--- config.mk ---
export PLATFORM = sky130hd
export DESIGN_NAME = digital_audio_tx_serial_input
export DESIGN_NICKNAME = d
export VERILOG_FILES = /design/src/audio_tx_in_pkg.sv /design/src/pin_sync.sv /design/src/biphase_divider.sv /design/src/digital_audio_tx_serial_input.sv
export VERILOG_INCLUDE_DIRS = /design/src /design/src/src
export SDC_FILE = /design/constraint.sdc
export NUM_CORES = 1
export LEC_CHECK = 0
export ABC_AREA = 1
export BUFFER_PORTS_ARGS = -buffer_cell sky130_fd_sc_hd__buf_2
export CORE_MARGIN = 2
export CORE_UTILIZATION = 50
export CTS_CLUSTER_SIZE = 14
export DETAILED_ROUTE_END_ITERATION = 8
export GPL_TIMING_DRIVEN = 0
export PLACE_DENSITY = 0.79
export SETUP_SLACK_MARGIN = 0.3
export SYNTH_ARGS = -nofsm -noshare
export SYNTH_HDL_FRONTEND = slang
export SYNTH_HIERARCHICAL = 1
export SYNTH_SLANG_ARGS = --single-unit
--- constraint.sdc ---
create_clock -name i_sys_clk -period 5.04 [get_ports i_sys_clk]
set_input_delay 0.504 -clock i_sys_clk [delete_from_list [all_inputs] [get_ports i_sys_clk]]
set_output_delay 0.504 -clock i_sys_clk [all_outputs]
set_load 0.005 [all_outputs]
--- src/audio_tx_in_cfg.svh ---
// Constants for the serial audio input stage of the transmitter.
`ifndef AUDIO_TX_IN_CFG_SVH
`define AUDIO_TX_IN_CFG_SVH
`define ADR_CTRL 8'h00
`define ADR_STATUS 8'h04
`define ADR_LEFT 8'h08
`define ADR_RIGHT 8'h0c
`define CTRL_EN_BIT 0
`define CTRL_FMT_LSB 1
`define CTRL_WID_LSB 3
`define CTRL_RATIO_BIT 5
`define STAT_LEFT_BIT 0
`define STAT_RIGHT_BIT 1
`define STAT_OVR_BIT 2
`define FMT_LJ 2'h0
`define FMT_I2S 2'h1
`define FMT_RJ 2'h2
`define WCODE_16 2'h0
`define WCODE_18 2'h1
`define WCODE_20 2'h2
`define WCODE_24 2'h3
`define RST_FMT 2'h1
`define RST_WCODE 2'h3
`define WIDTH_16 5'd16
`define WIDTH_18 5'd18
`define WIDTH_20 5'd20
`define WIDTH_24 5'd24
`define RJ_DELAY_16 7'd16
`define RJ_DELAY_18 7'd14
`define RJ_DELAY_20 7'd12
`define RJ_DELAY_24 7'd8
`define I2S_DELAY 7'd1
`define LJ_DELAY 7'd0
`define BIT_IDX_MAX 7'd63
`define DIV_256 2'd2
`define DIV_384 2'd3
`endif

--- src/audio_tx_in_pkg.sv ---
// Types shared by the serial audio input stage.
`include "audio_tx_in_cfg.svh"
package audio_tx_in_pkg;
  typedef enum logic [1:0] {
    fmt_left_just = `FMT_LJ,
    fmt_i2s = `FMT_I2S,
    fmt_right_just = `FMT_RJ
  } fmt_type;
  typedef enum logic [1:0] {
    cap_wait = 2'b01,
    cap_run = 2'b10
  } cap_state_type;
  typedef struct packed {
    logic s1;
    logic s2;
    logic s3;
    logic level;
    logic rise;
  } sync_state_type;
  typedef struct packed {
    logic [1:0] cnt;
    logic tick;
  } div_state_type;
  typedef struct packed {
    logic enable;
    logic [1:0] fmt;
    logic [1:0] wcode;
    logic ratio384;
    logic [2:0] stat;
    logic [23:0] left;
    logic [23:0] right;
    logic [23:0] shreg;
    logic [6:0] bitcnt;
    logic [4:0] nbits;
    logic fs_prev;
    logic slot_left;
    cap_state_type cap_state;
    logic wb_ack;
    logic [31:0] wb_dat;
    logic strobe;
    logic is_left;
  } top_state_type;
endpackage : audio_tx_in_pkg

--- src/pin_sync.sv ---
// Three-stage pin synchroniser with agreement filter and rising-edge pulse.
`timescale 1ns/1ps
module pin_sync (
  input wire logic i_sys_clk,
  input wire logic i_rst_n,
  input wire logic i_pin,
  output logic o_level,
  output logic o_rise
);
  audio_tx_in_pkg::sync_state_type q, d;

  always_comb begin
    d = q;
    d.s1 = i_pin;
    d.s2 = q.s1;
    d.s3 = q.s2;
    d.rise = 1'b0;
    if (q.s2 == q.s3) begin
      d.level = q.s3;
      d.rise = q.s3 && !q.level;
    end
  end

  always_ff @(posedge i_sys_clk or negedge i_rst_n) begin
    if (!i_rst_n) begin
      q <= '0;
    end else begin
      q <= d;
    end
  end

  assign o_level = q.level;
  assign o_rise = q.rise;
endmodule : pin_sync

--- src/biphase_divider.sv ---
// Divides oversampling clock edges down to the biphase clock enable.
`timescale 1ns/1ps
`include "audio_tx_in_cfg.svh"
module biphase_divider (
  input wire logic i_sys_clk,
  input wire logic i_rst_n,
  input wire logic i_osc_rise,
  input wire logic i_ratio384,
  output logic o_tick
);
  audio_tx_in_pkg::div_state_type q, d;
  logic [1:0] div;

  always_comb begin
    div = i_ratio384 ? `DIV_384 : `DIV_256;
    d = q;
    d.tick = 1'b0;
    if (i_osc_rise) begin
      if (q.cnt >= div - 2'd1) begin
        d.cnt = 2'd0;
        d.tick = 1'b1;
      end else begin
        d.cnt = q.cnt + 2'd1;
      end
    end
  end

  always_ff @(posedge i_sys_clk or negedge i_rst_n) begin
    if (!i_rst_n) begin
      q <= '0;
    end else begin
      q <= d;
    end
  end

  assign o_tick = q.tick;
endmodule : biphase_divider

--- src/digital_audio_tx_serial_input.sv ---
// Serial audio input stage of the transmitter with a Wishbone register file.
//
// Register access over Wishbone and the address map were chosen for this implementation.
`timescale 1ns/1ps
`include "audio_tx_in_cfg.svh"
module digital_audio_tx_serial_input (
  input wire logic i_sys_clk,
  input wire logic i_arst_n,
  input wire logic i_wb_cyc,
  input wire logic i_wb_stb,
  input wire logic i_wb_we,
  input wire logic [7:0] i_wb_adr,
  input wire logic [3:0] i_wb_sel,
  input wire logic [31:0] i_wb_dat,
  output logic [31:0] o_wb_dat,
  output logic o_wb_ack,
  input wire logic i_serial_clk,
  input wire logic i_frame_sync,
  input wire logic i_serial_data,
  input wire logic i_oversampling_clock,
  output logic [23:0] o_left_sample,
  output logic [23:0] o_right_sample,
  output logic o_sample_strobe,
  output logic o_sample_is_left,
  output logic o_biphase_tick
);
  audio_tx_in_pkg::top_state_type q, d;
  logic rst_meta_ff;
  logic rst_sync_ff;
  logic [3:0] pins;
  logic [3:0] lvl;
  logic [3:0] rise;
  logic fs, sd, sclk_rise;
  logic fs_change, slot_left, chan, req, wr_status;
  logic [6:0] idx, start;
  logic [4:0] nb, width;
  logic [23:0] sh;
  logic [2:0] set, clr;

  function automatic logic [4:0] width_of(input logic [1:0] wcode);
    case (wcode)
      `WCODE_16: width_of = `WIDTH_16;
      `WCODE_18: width_of = `WIDTH_18;
      `WCODE_20: width_of = `WIDTH_20;
      default: width_of = `WIDTH_24;
    endcase
  endfunction : width_of

  // Bit index within the slot, counted from the sync transition, of the MSB.
  function automatic logic [6:0] msb_start(input logic [1:0] fmt, input logic [1:0] wcode);
    case (fmt)
      `FMT_I2S: msb_start = `I2S_DELAY;
      `FMT_RJ: begin
        case (wcode)
          `WCODE_16: msb_start = `RJ_DELAY_16;
          `WCODE_18: msb_start = `RJ_DELAY_18;
          `WCODE_20: msb_start = `RJ_DELAY_20;
          default: msb_start = `RJ_DELAY_24;
        endcase
      end
      default: msb_start = `LJ_DELAY;
    endcase
  endfunction : msb_start

  always_ff @(posedge i_sys_clk or negedge i_arst_n) begin
    if (!i_arst_n) begin
      rst_meta_ff <= 1'b0;
      rst_sync_ff <= 1'b0;
    end else begin
      rst_meta_ff <= 1'b1;
      rst_sync_ff <= rst_meta_ff;
    end
  end

  // Pins routed in from the routing unit are asynchronous to the system clock.
  assign pins = {i_oversampling_clock, i_serial_data, i_frame_sync, i_serial_clk};
  generate
    for (genvar g = 0; g < 4; g++) begin : g_sync
      pin_sync u_sync (
        .i_sys_clk(i_sys_clk),
        .i_rst_n(rst_sync_ff),
        .i_pin(pins[g]),
        .o_level(lvl[g]),
        .o_rise(rise[g])
      );
    end
  endgenerate

  biphase_divider u_div (
    .i_sys_clk(i_sys_clk),
    .i_rst_n(rst_sync_ff),
    .i_osc_rise(rise[3]),
    .i_ratio384(q.ratio384),
    .o_tick(o_biphase_tick)
  );

  assign sclk_rise = rise[0];
  assign fs = lvl[1];
  assign sd = lvl[2];
  assign fs_change = fs != q.fs_prev;
  assign slot_left = (q.fmt == `FMT_I2S) ? !fs : fs;
  assign req = i_wb_cyc && i_wb_stb && !q.wb_ack;
  assign wr_status = req && i_wb_we && i_wb_adr == `ADR_STATUS && i_wb_sel[0];
  assign clr = wr_status ? i_wb_dat[2:0] : 3'h0;
  assign width = width_of(q.wcode);
  assign start = msb_start(q.fmt, q.wcode);

  always_comb begin
    d = q;
    d.wb_ack = 1'b0;
    d.strobe = 1'b0;
    set = 3'h0;
    idx = fs_change ? 7'd0 : q.bitcnt;
    nb = fs_change ? 5'd0 : q.nbits;
    sh = fs_change ? 24'h0 : q.shreg;
    chan = fs_change ? slot_left : q.slot_left;
    if (req) begin
      d.wb_ack = 1'b1;
      d.wb_dat = 32'h0;
      if (i_wb_we) begin
        if (i_wb_adr == `ADR_CTRL && i_wb_sel[0]) begin
          d.enable = i_wb_dat[`CTRL_EN_BIT];
          d.fmt = i_wb_dat[`CTRL_FMT_LSB +: 2];
          d.wcode = i_wb_dat[`CTRL_WID_LSB +: 2];
          d.ratio384 = i_wb_dat[`CTRL_RATIO_BIT];
        end
      end else begin
        case (i_wb_adr)
          `ADR_CTRL: d.wb_dat = {26'h0, q.ratio384, q.wcode, q.fmt, q.enable};
          `ADR_STATUS: d.wb_dat = {29'h0, q.stat};
          `ADR_LEFT: d.wb_dat = {8'h0, q.left};
          `ADR_RIGHT: d.wb_dat = {8'h0, q.right};
          default: d.wb_dat = 32'h0;
        endcase
      end
    end
    if (sclk_rise) begin
      d.fs_prev = fs;
      if (!q.enable) begin
        d.cap_state = audio_tx_in_pkg::cap_wait;
      end else begin
        if (fs_change) begin
          d.cap_state = audio_tx_in_pkg::cap_run;
          d.slot_left = slot_left;
        end
        case (q.cap_state)
          audio_tx_in_pkg::cap_wait, audio_tx_in_pkg::cap_run: begin
            if ((fs_change || q.cap_state == audio_tx_in_pkg::cap_run) &&
                idx >= start && nb < width) begin
              sh = {sh[22:0], sd};
              nb = nb + 5'd1;
              if (nb == width) begin
                d.strobe = 1'b1;
                d.is_left = chan;
                if (chan) begin
                  d.left = sh;
                  set[`STAT_LEFT_BIT] = 1'b1;
                end else begin
                  d.right = sh;
                  set[`STAT_RIGHT_BIT] = 1'b1;
                end
                set[`STAT_OVR_BIT] = chan ? q.stat[`STAT_LEFT_BIT] : q.stat[`STAT_RIGHT_BIT];
              end
            end
          end
          default: d.cap_state = audio_tx_in_pkg::cap_wait;
        endcase
        d.shreg = sh;
        d.nbits = nb;
        d.bitcnt = (idx == `BIT_IDX_MAX) ? `BIT_IDX_MAX : idx + 7'd1;
      end
    end
    // A flag set in the same cycle as its clear stays set.
    d.stat = (q.stat & ~clr) | set;
  end

  always_ff @(posedge i_sys_clk or negedge rst_sync_ff) begin
    if (!rst_sync_ff) begin
      q <= '0;
      q.fmt <= `RST_FMT;
      q.wcode <= `RST_WCODE;
      q.cap_state <= audio_tx_in_pkg::cap_wait;
    end else begin
      q <= d;
    end
  end

  assign o_wb_dat = q.wb_dat;
  assign o_wb_ack = q.wb_ack;
  assign o_left_sample = q.left;
  assign o_right_sample = q.right;
  assign o_sample_strobe = q.strobe;
  assign o_sample_is_left = q.is_left;
endmodule : digital_audio_tx_serial_input

== After elaboration in Yosys (flattened, before gate mapping) ==
Index checks and enable logic that the tools add are counted.

* Flip-flop bits (word level): 155
* Output and inout bits: 84

* Add/subtract/negate cells: 4
* $lt $le $gt $ge: 3
* Equality and inequality tests: 17
* Multiplexer cells: 39
* Bitwise gates (word level): 4
* Reduce and logical (&&, ||, !) cells: 25

{| class="wikitable"
|+ Operators by type and width
! kind !! number
|-
| 2-to-1 mux 24 bit || 4
|-
| case mux 24 bit (4 select lines) || 1
|-
| 2-to-1 mux 33 bit || 1
|-
| 2-to-1 mux 2 bit || 9
|-
| 2-to-1 mux 3 bit || 6
|-
| equality test 8 x 4 -> 1 bit, second input constant || 2
|-
| 2-to-1 mux 5 bit || 3
|-
| case mux 5 bit (3 select lines) || 1
|-
| 2-to-1 mux 7 bit || 2
|-
| case mux 4 bit (3 select lines) || 1
|-
| AND reduction 6 bit || 2
|-
| logical AND 1 bit || 10
|-
| 2-to-1 mux 1 bit || 10
|-
| case mux 5 bit (2 select lines) || 1
|-
| equality test 8 x 3 -> 1 bit, second input constant || 1
|-
| logical NOT 8 bit || 1
|-
| adder 7 x 1 -> 7 bit, second input constant || 1
|-
| equality test 7 x 6 -> 1 bit, second input constant || 1
|-
| >= comparator 7 bit || 1
|-
| equality test 2 x 1 -> 1 bit, second input constant || 3
|-
| equality test 2 bit, second input constant || 3
|-
| AND reduction 3 bit || 2
|-
| adder 5 x 1 -> 5 bit, second input constant || 1
|-
| equality test 5 bit || 1
|-
| 17 further kinds || 24
|}

== Longest topological paths before layout ==
* Depth in word-level cells: 11
* Depth in mapped cells: 21
* Mapped depth without buffers: 19

== By module ==
Netlist, hierarchy kept.

{| class="wikitable"
|+ By module, submodules not included
! module !! times used !! cells each !! area an instance (um2) !! sequential area each (um2)
|-
| digital_audio_tx_serial_input || 1 || 930 || 7297.0 || 3133.0
|-
| pin_sync || 4 || 10 || 145.1 || 125.1
|-
| biphase_divider || 1 || 23 || 181.4 || 75.1
|}

== Worst setup path after synthesis ==
No wires, ideal clock.

* Path type: register to register
* Start: register g_sync[1].u_sync.q, in the netlist g_sync[1].u_sync/o_level
* End: register q, in the netlist o_right_sample[19]
* Library setup time: 0.117 ns
* Data arrival time: 2.526 ns
* Data required time: 4.923 ns
* Path slack: 2.396 ns
* Cell stages (with the launch flop): 22
* Buffers on the path: 2
* Clock period less this slack: 2.644 ns
* Cells stage by stage: dfrtp_1 > inv_1 > nand2_4 > nand2_8 > clkbuf_1 > nor2_1 > inv_1 > ha_1 > inv_1 > nand2_1 > o21ai_0 > nand2_1 > nand2_1 > nand2_1 > nand2_1 > a21oi_4 > nand2_2 > inv_2 > nand3_4 > buf_2 > nand2_1 > nand2_1

* Word-level cells in the longest chain between the ends: 6
* Elaborated cells between the ends (all ways): 16
* Classes of those cells: 1 x add/sub; 2 x order compare; 2 x eq/ne; 5 x mux; 1 x bitwise; 5 x reduce/logical

{| class="wikitable"
|+ RTL lines
! item !! line !! source
|-
| start: declaration || pin_sync.sv:10 || <nowiki>audio_tx_in_pkg::sync_state_type q, d;</nowiki>
|-
| start signal: assignment || pin_sync.sv:26 || <nowiki>q <= '0;</nowiki>
|-
| start signal: assignment || pin_sync.sv:28 || <nowiki>q <= d;</nowiki>
|-
| branches (longest 6 deep; another with adder 5 x 1 -> 5 bit) || - ||
|-
| end: declaration || digital_audio_tx_serial_input.sv:27 || <nowiki>audio_tx_in_pkg::top_state_type q, d;</nowiki>
|}

Parallel ways; which one is timed is not known.
A chain may end at the register's enable or synchronous reset.

== Worst setup path in the final report ==
* Start: register g_sync[1].u_sync.q, in the netlist g_sync[1].u_sync/o_level
* End: register q, in the netlist o_right_sample[13]

The elaborated chain is that of the path after synthesis.

==> run metrics <==
worst skew pair latency=0.43 ns; Starting Density=50.74%; worst hold slack=0.1715 ns; Worst-Margin Slew=1.032 ns; Total Nets Final=1189; maximum VDD drop=0.0002598 V; GPL Wtd Cong=0.8796; Setup TNS=0 ns; share of cells above drive strength 1=23.81%; clock-pin slew on the worst setup and hold paths=0.07 ns; relative slew slack=30.59%; drt pass-1 iters=6; I/O pin count=137; hold crit path type=in2reg; Root Buffer=clkbuf_16; kind of critical path=reg2reg; Via Count=6900; initial antenna violation count=0; Port Buffers=99; Worst Skew=0.008059 ns; vias in the first global route=6400; total die area=0.01703 mm²; drt total wl=19280 µm; WP data required=5.36 ns; largest net degree at the start of global routing=66; crit-path max FO=10; Post-Place Cells=1313; Avg Inst Size Synth=8.090 µm²; fillers=1359; Multi-input gate area=0.003022 mm²; fin crit share=66.38%; setup slack after layout=1.694 ns; CTS tree=done; post-CTS sizing=0; crit start category=register; status=complete, no violations; die span in y=130.5 µm; crit path DAT=3.67 ns; Final Hold Viols=0; Core Region=0.01577 mm²; fmax=298.9 MHz; drt drc=0; Via density=5.126; crit path cell chain=nand2_2, nand2_8, clkbuf_1, nor2_1, ha_1, inv_1, a21oi_1, nand2_1, nand2_1, nand2_1, a21oi_4, nand2_2, inv_2, nand3_4, buf_2, nand2_1, nand2_1; drt initial violations=567; total of max-cap violations=0; DR WL/cell=14.32 µm; synth warn=6; Final min period=3.346 ns; crit path capture type=register; Top cell by count, worst path=nand2_1; H-tree depth=4; n_diodes=0; CTS Buf Count=17; clk sinks=146; pre-CTS WS=1.760 ns; Layout Cells excl Fill=1346; worst-case clock buffer depth=2; final antenna-violating net count=0; cell area after synthesis=0.008001 mm²; chip width=130.5 µm; Tot GR Track Use=23.10%; register cell area after layout=0.003662 mm²; Area Overhead vs Synth=18.53%; slowest stage cell, crit path=dfrtp_1; CTS hold repair buffers=1; Max stage delay on crit path=0.47 ns; power density cells=308.8 mW/mm²; postcts setup bufs=0; number of setup violations in the final report=0; grt ovf=0; Slew Limit Fails=0; unrepaired setup endpoints after global routing=no; first-pass GRT wire length=30920 µm; Leakage=0.005271 µW; dpl hpwl=14000 µm; Rows=46; Post-Syn Instances=989; PnR Total Power=2928 µW
==> stage by stage <==
stage | area (µm²) | utilization (%)
3_5_place_dp | 8852 | 56.13
2_1_floorplan | 8028 | -
5_1_grt | 9484 | 60.14
3_3_place_gp | 8793 | 55.76
6_report | 9484 | 60.14
4_1_cts | 9484 | 60.14
==> critical path: cells and delay by family (launching register included) <==
kind                     cells  cell delay (ns)
AO/OA/AOI/OAI                2             0.40
adder cells (fa/ha/maj)      1             0.33
buffers and inverters        4             0.90
flip-flops                   1             0.47
AND/OR/NAND/NOR             10             1.11
==> layer usage <==
| metal | vias to the layer above | part of all wire [%] | GRT usage, % |
|---|---|---|---|
| met1 | 3252 | 45 | 31.47 |
| met5 | - | 0 | 0 |
| met3 | 30 | 6.3 | 4.723 |
| met2 | 258 | 47 | 36.89 |
| met4 | 0 | 1.9 | 8.260 |
| li1 | 3360 | - | - |
==> placed cells by master, fill, tap and decap left out, types with 4 or more instances in the layout <==
| cell type | n |
|---|---|
| clkbuf_16 | 17 |
| nand2_2 | 4 |
| ha_1 | 19 |
| clkbuf_1 | 24 |
| a22o_1 | 19 |
| o22ai_1 | 24 |
| dfrtp_1 | 141 |
| inv_1 | 128 |
| a21oi_1 | 10 |
| buf_2 | 118 |
| dfstp_2 | 4 |
| inv_6 | 4 |
| nor2_4 | 4 |
| nand4_1 | 83 |
| conb_1 | 9 |
| inv_2 | 5 |
| nand3_1 | 20 |
| a22oi_1 | 5 |
| buf_4 | 82 |
| nand2_1 | 294 |
| o21ai_0 | 21 |
| nor2_1 | 45 |
==> layout make-up <==
type                    instances  area share (%)
flip-flops and latches        146           38.61
multi-input cells             586           31.86
plain buffers                 128           8.799
repair buffers                102           5.910
inverters                     136           5.409
clock buffers                  17           4.485
well taps                     216           2.850
clock inverters                15           2.071
==> worst paths after layout <==
path / start / cells past startpoint / slack, ns / end
hold / removal: i_oversampling_clock / 1 / 0.17 / g_sync[3].u_sync/d[3]$_DFF_PN0_
max in group asynchronous: rst_sync_ff$_DFF_PN0_ / 1 / 3.99 / q[35]$_DFFE_PN1P_
setup reg to reg: g_sync[1].u_sync/o_level$_DFFE_PN0N_ / 17 / 1.69 / o_right_sample[13]$_DFFE_PN0P_
min in group asynchronous: rst_sync_ff$_DFF_PN0_ / 0 / 0.30 / q[66]$_DFFE_PN0P_
hold reg to reg: rst_sync_ff$_DFF_PN0_ / 0 / 0.30 / q[66]$_DFFE_PN0P_
setup / recovery: g_sync[1].u_sync/o_level$_DFFE_PN0N_ / 17 / 1.69 / o_right_sample[13]$_DFFE_PN0P_
==> power breakdown <==
part	switching (µW)	leakage [µW]	internal (µW)	total (µW)
clock	546	0.000295	793	1340
sequential	20.5	0.00194	1190	1220
combinational	259	0.00304	116	374
==> registers in the layout, summed over array words and instances, names as in the netlist, 4 cells and up <==
name and cells:
g_sync.u_sync/q 4, g_sync.u_sync/d 8, o_wb_dat 24, q 48, o_left_sample 24, g_sync.u_sync/o_level 4
o_right_sample 24
Note: power is estimated with default switching activity, not from simulation.
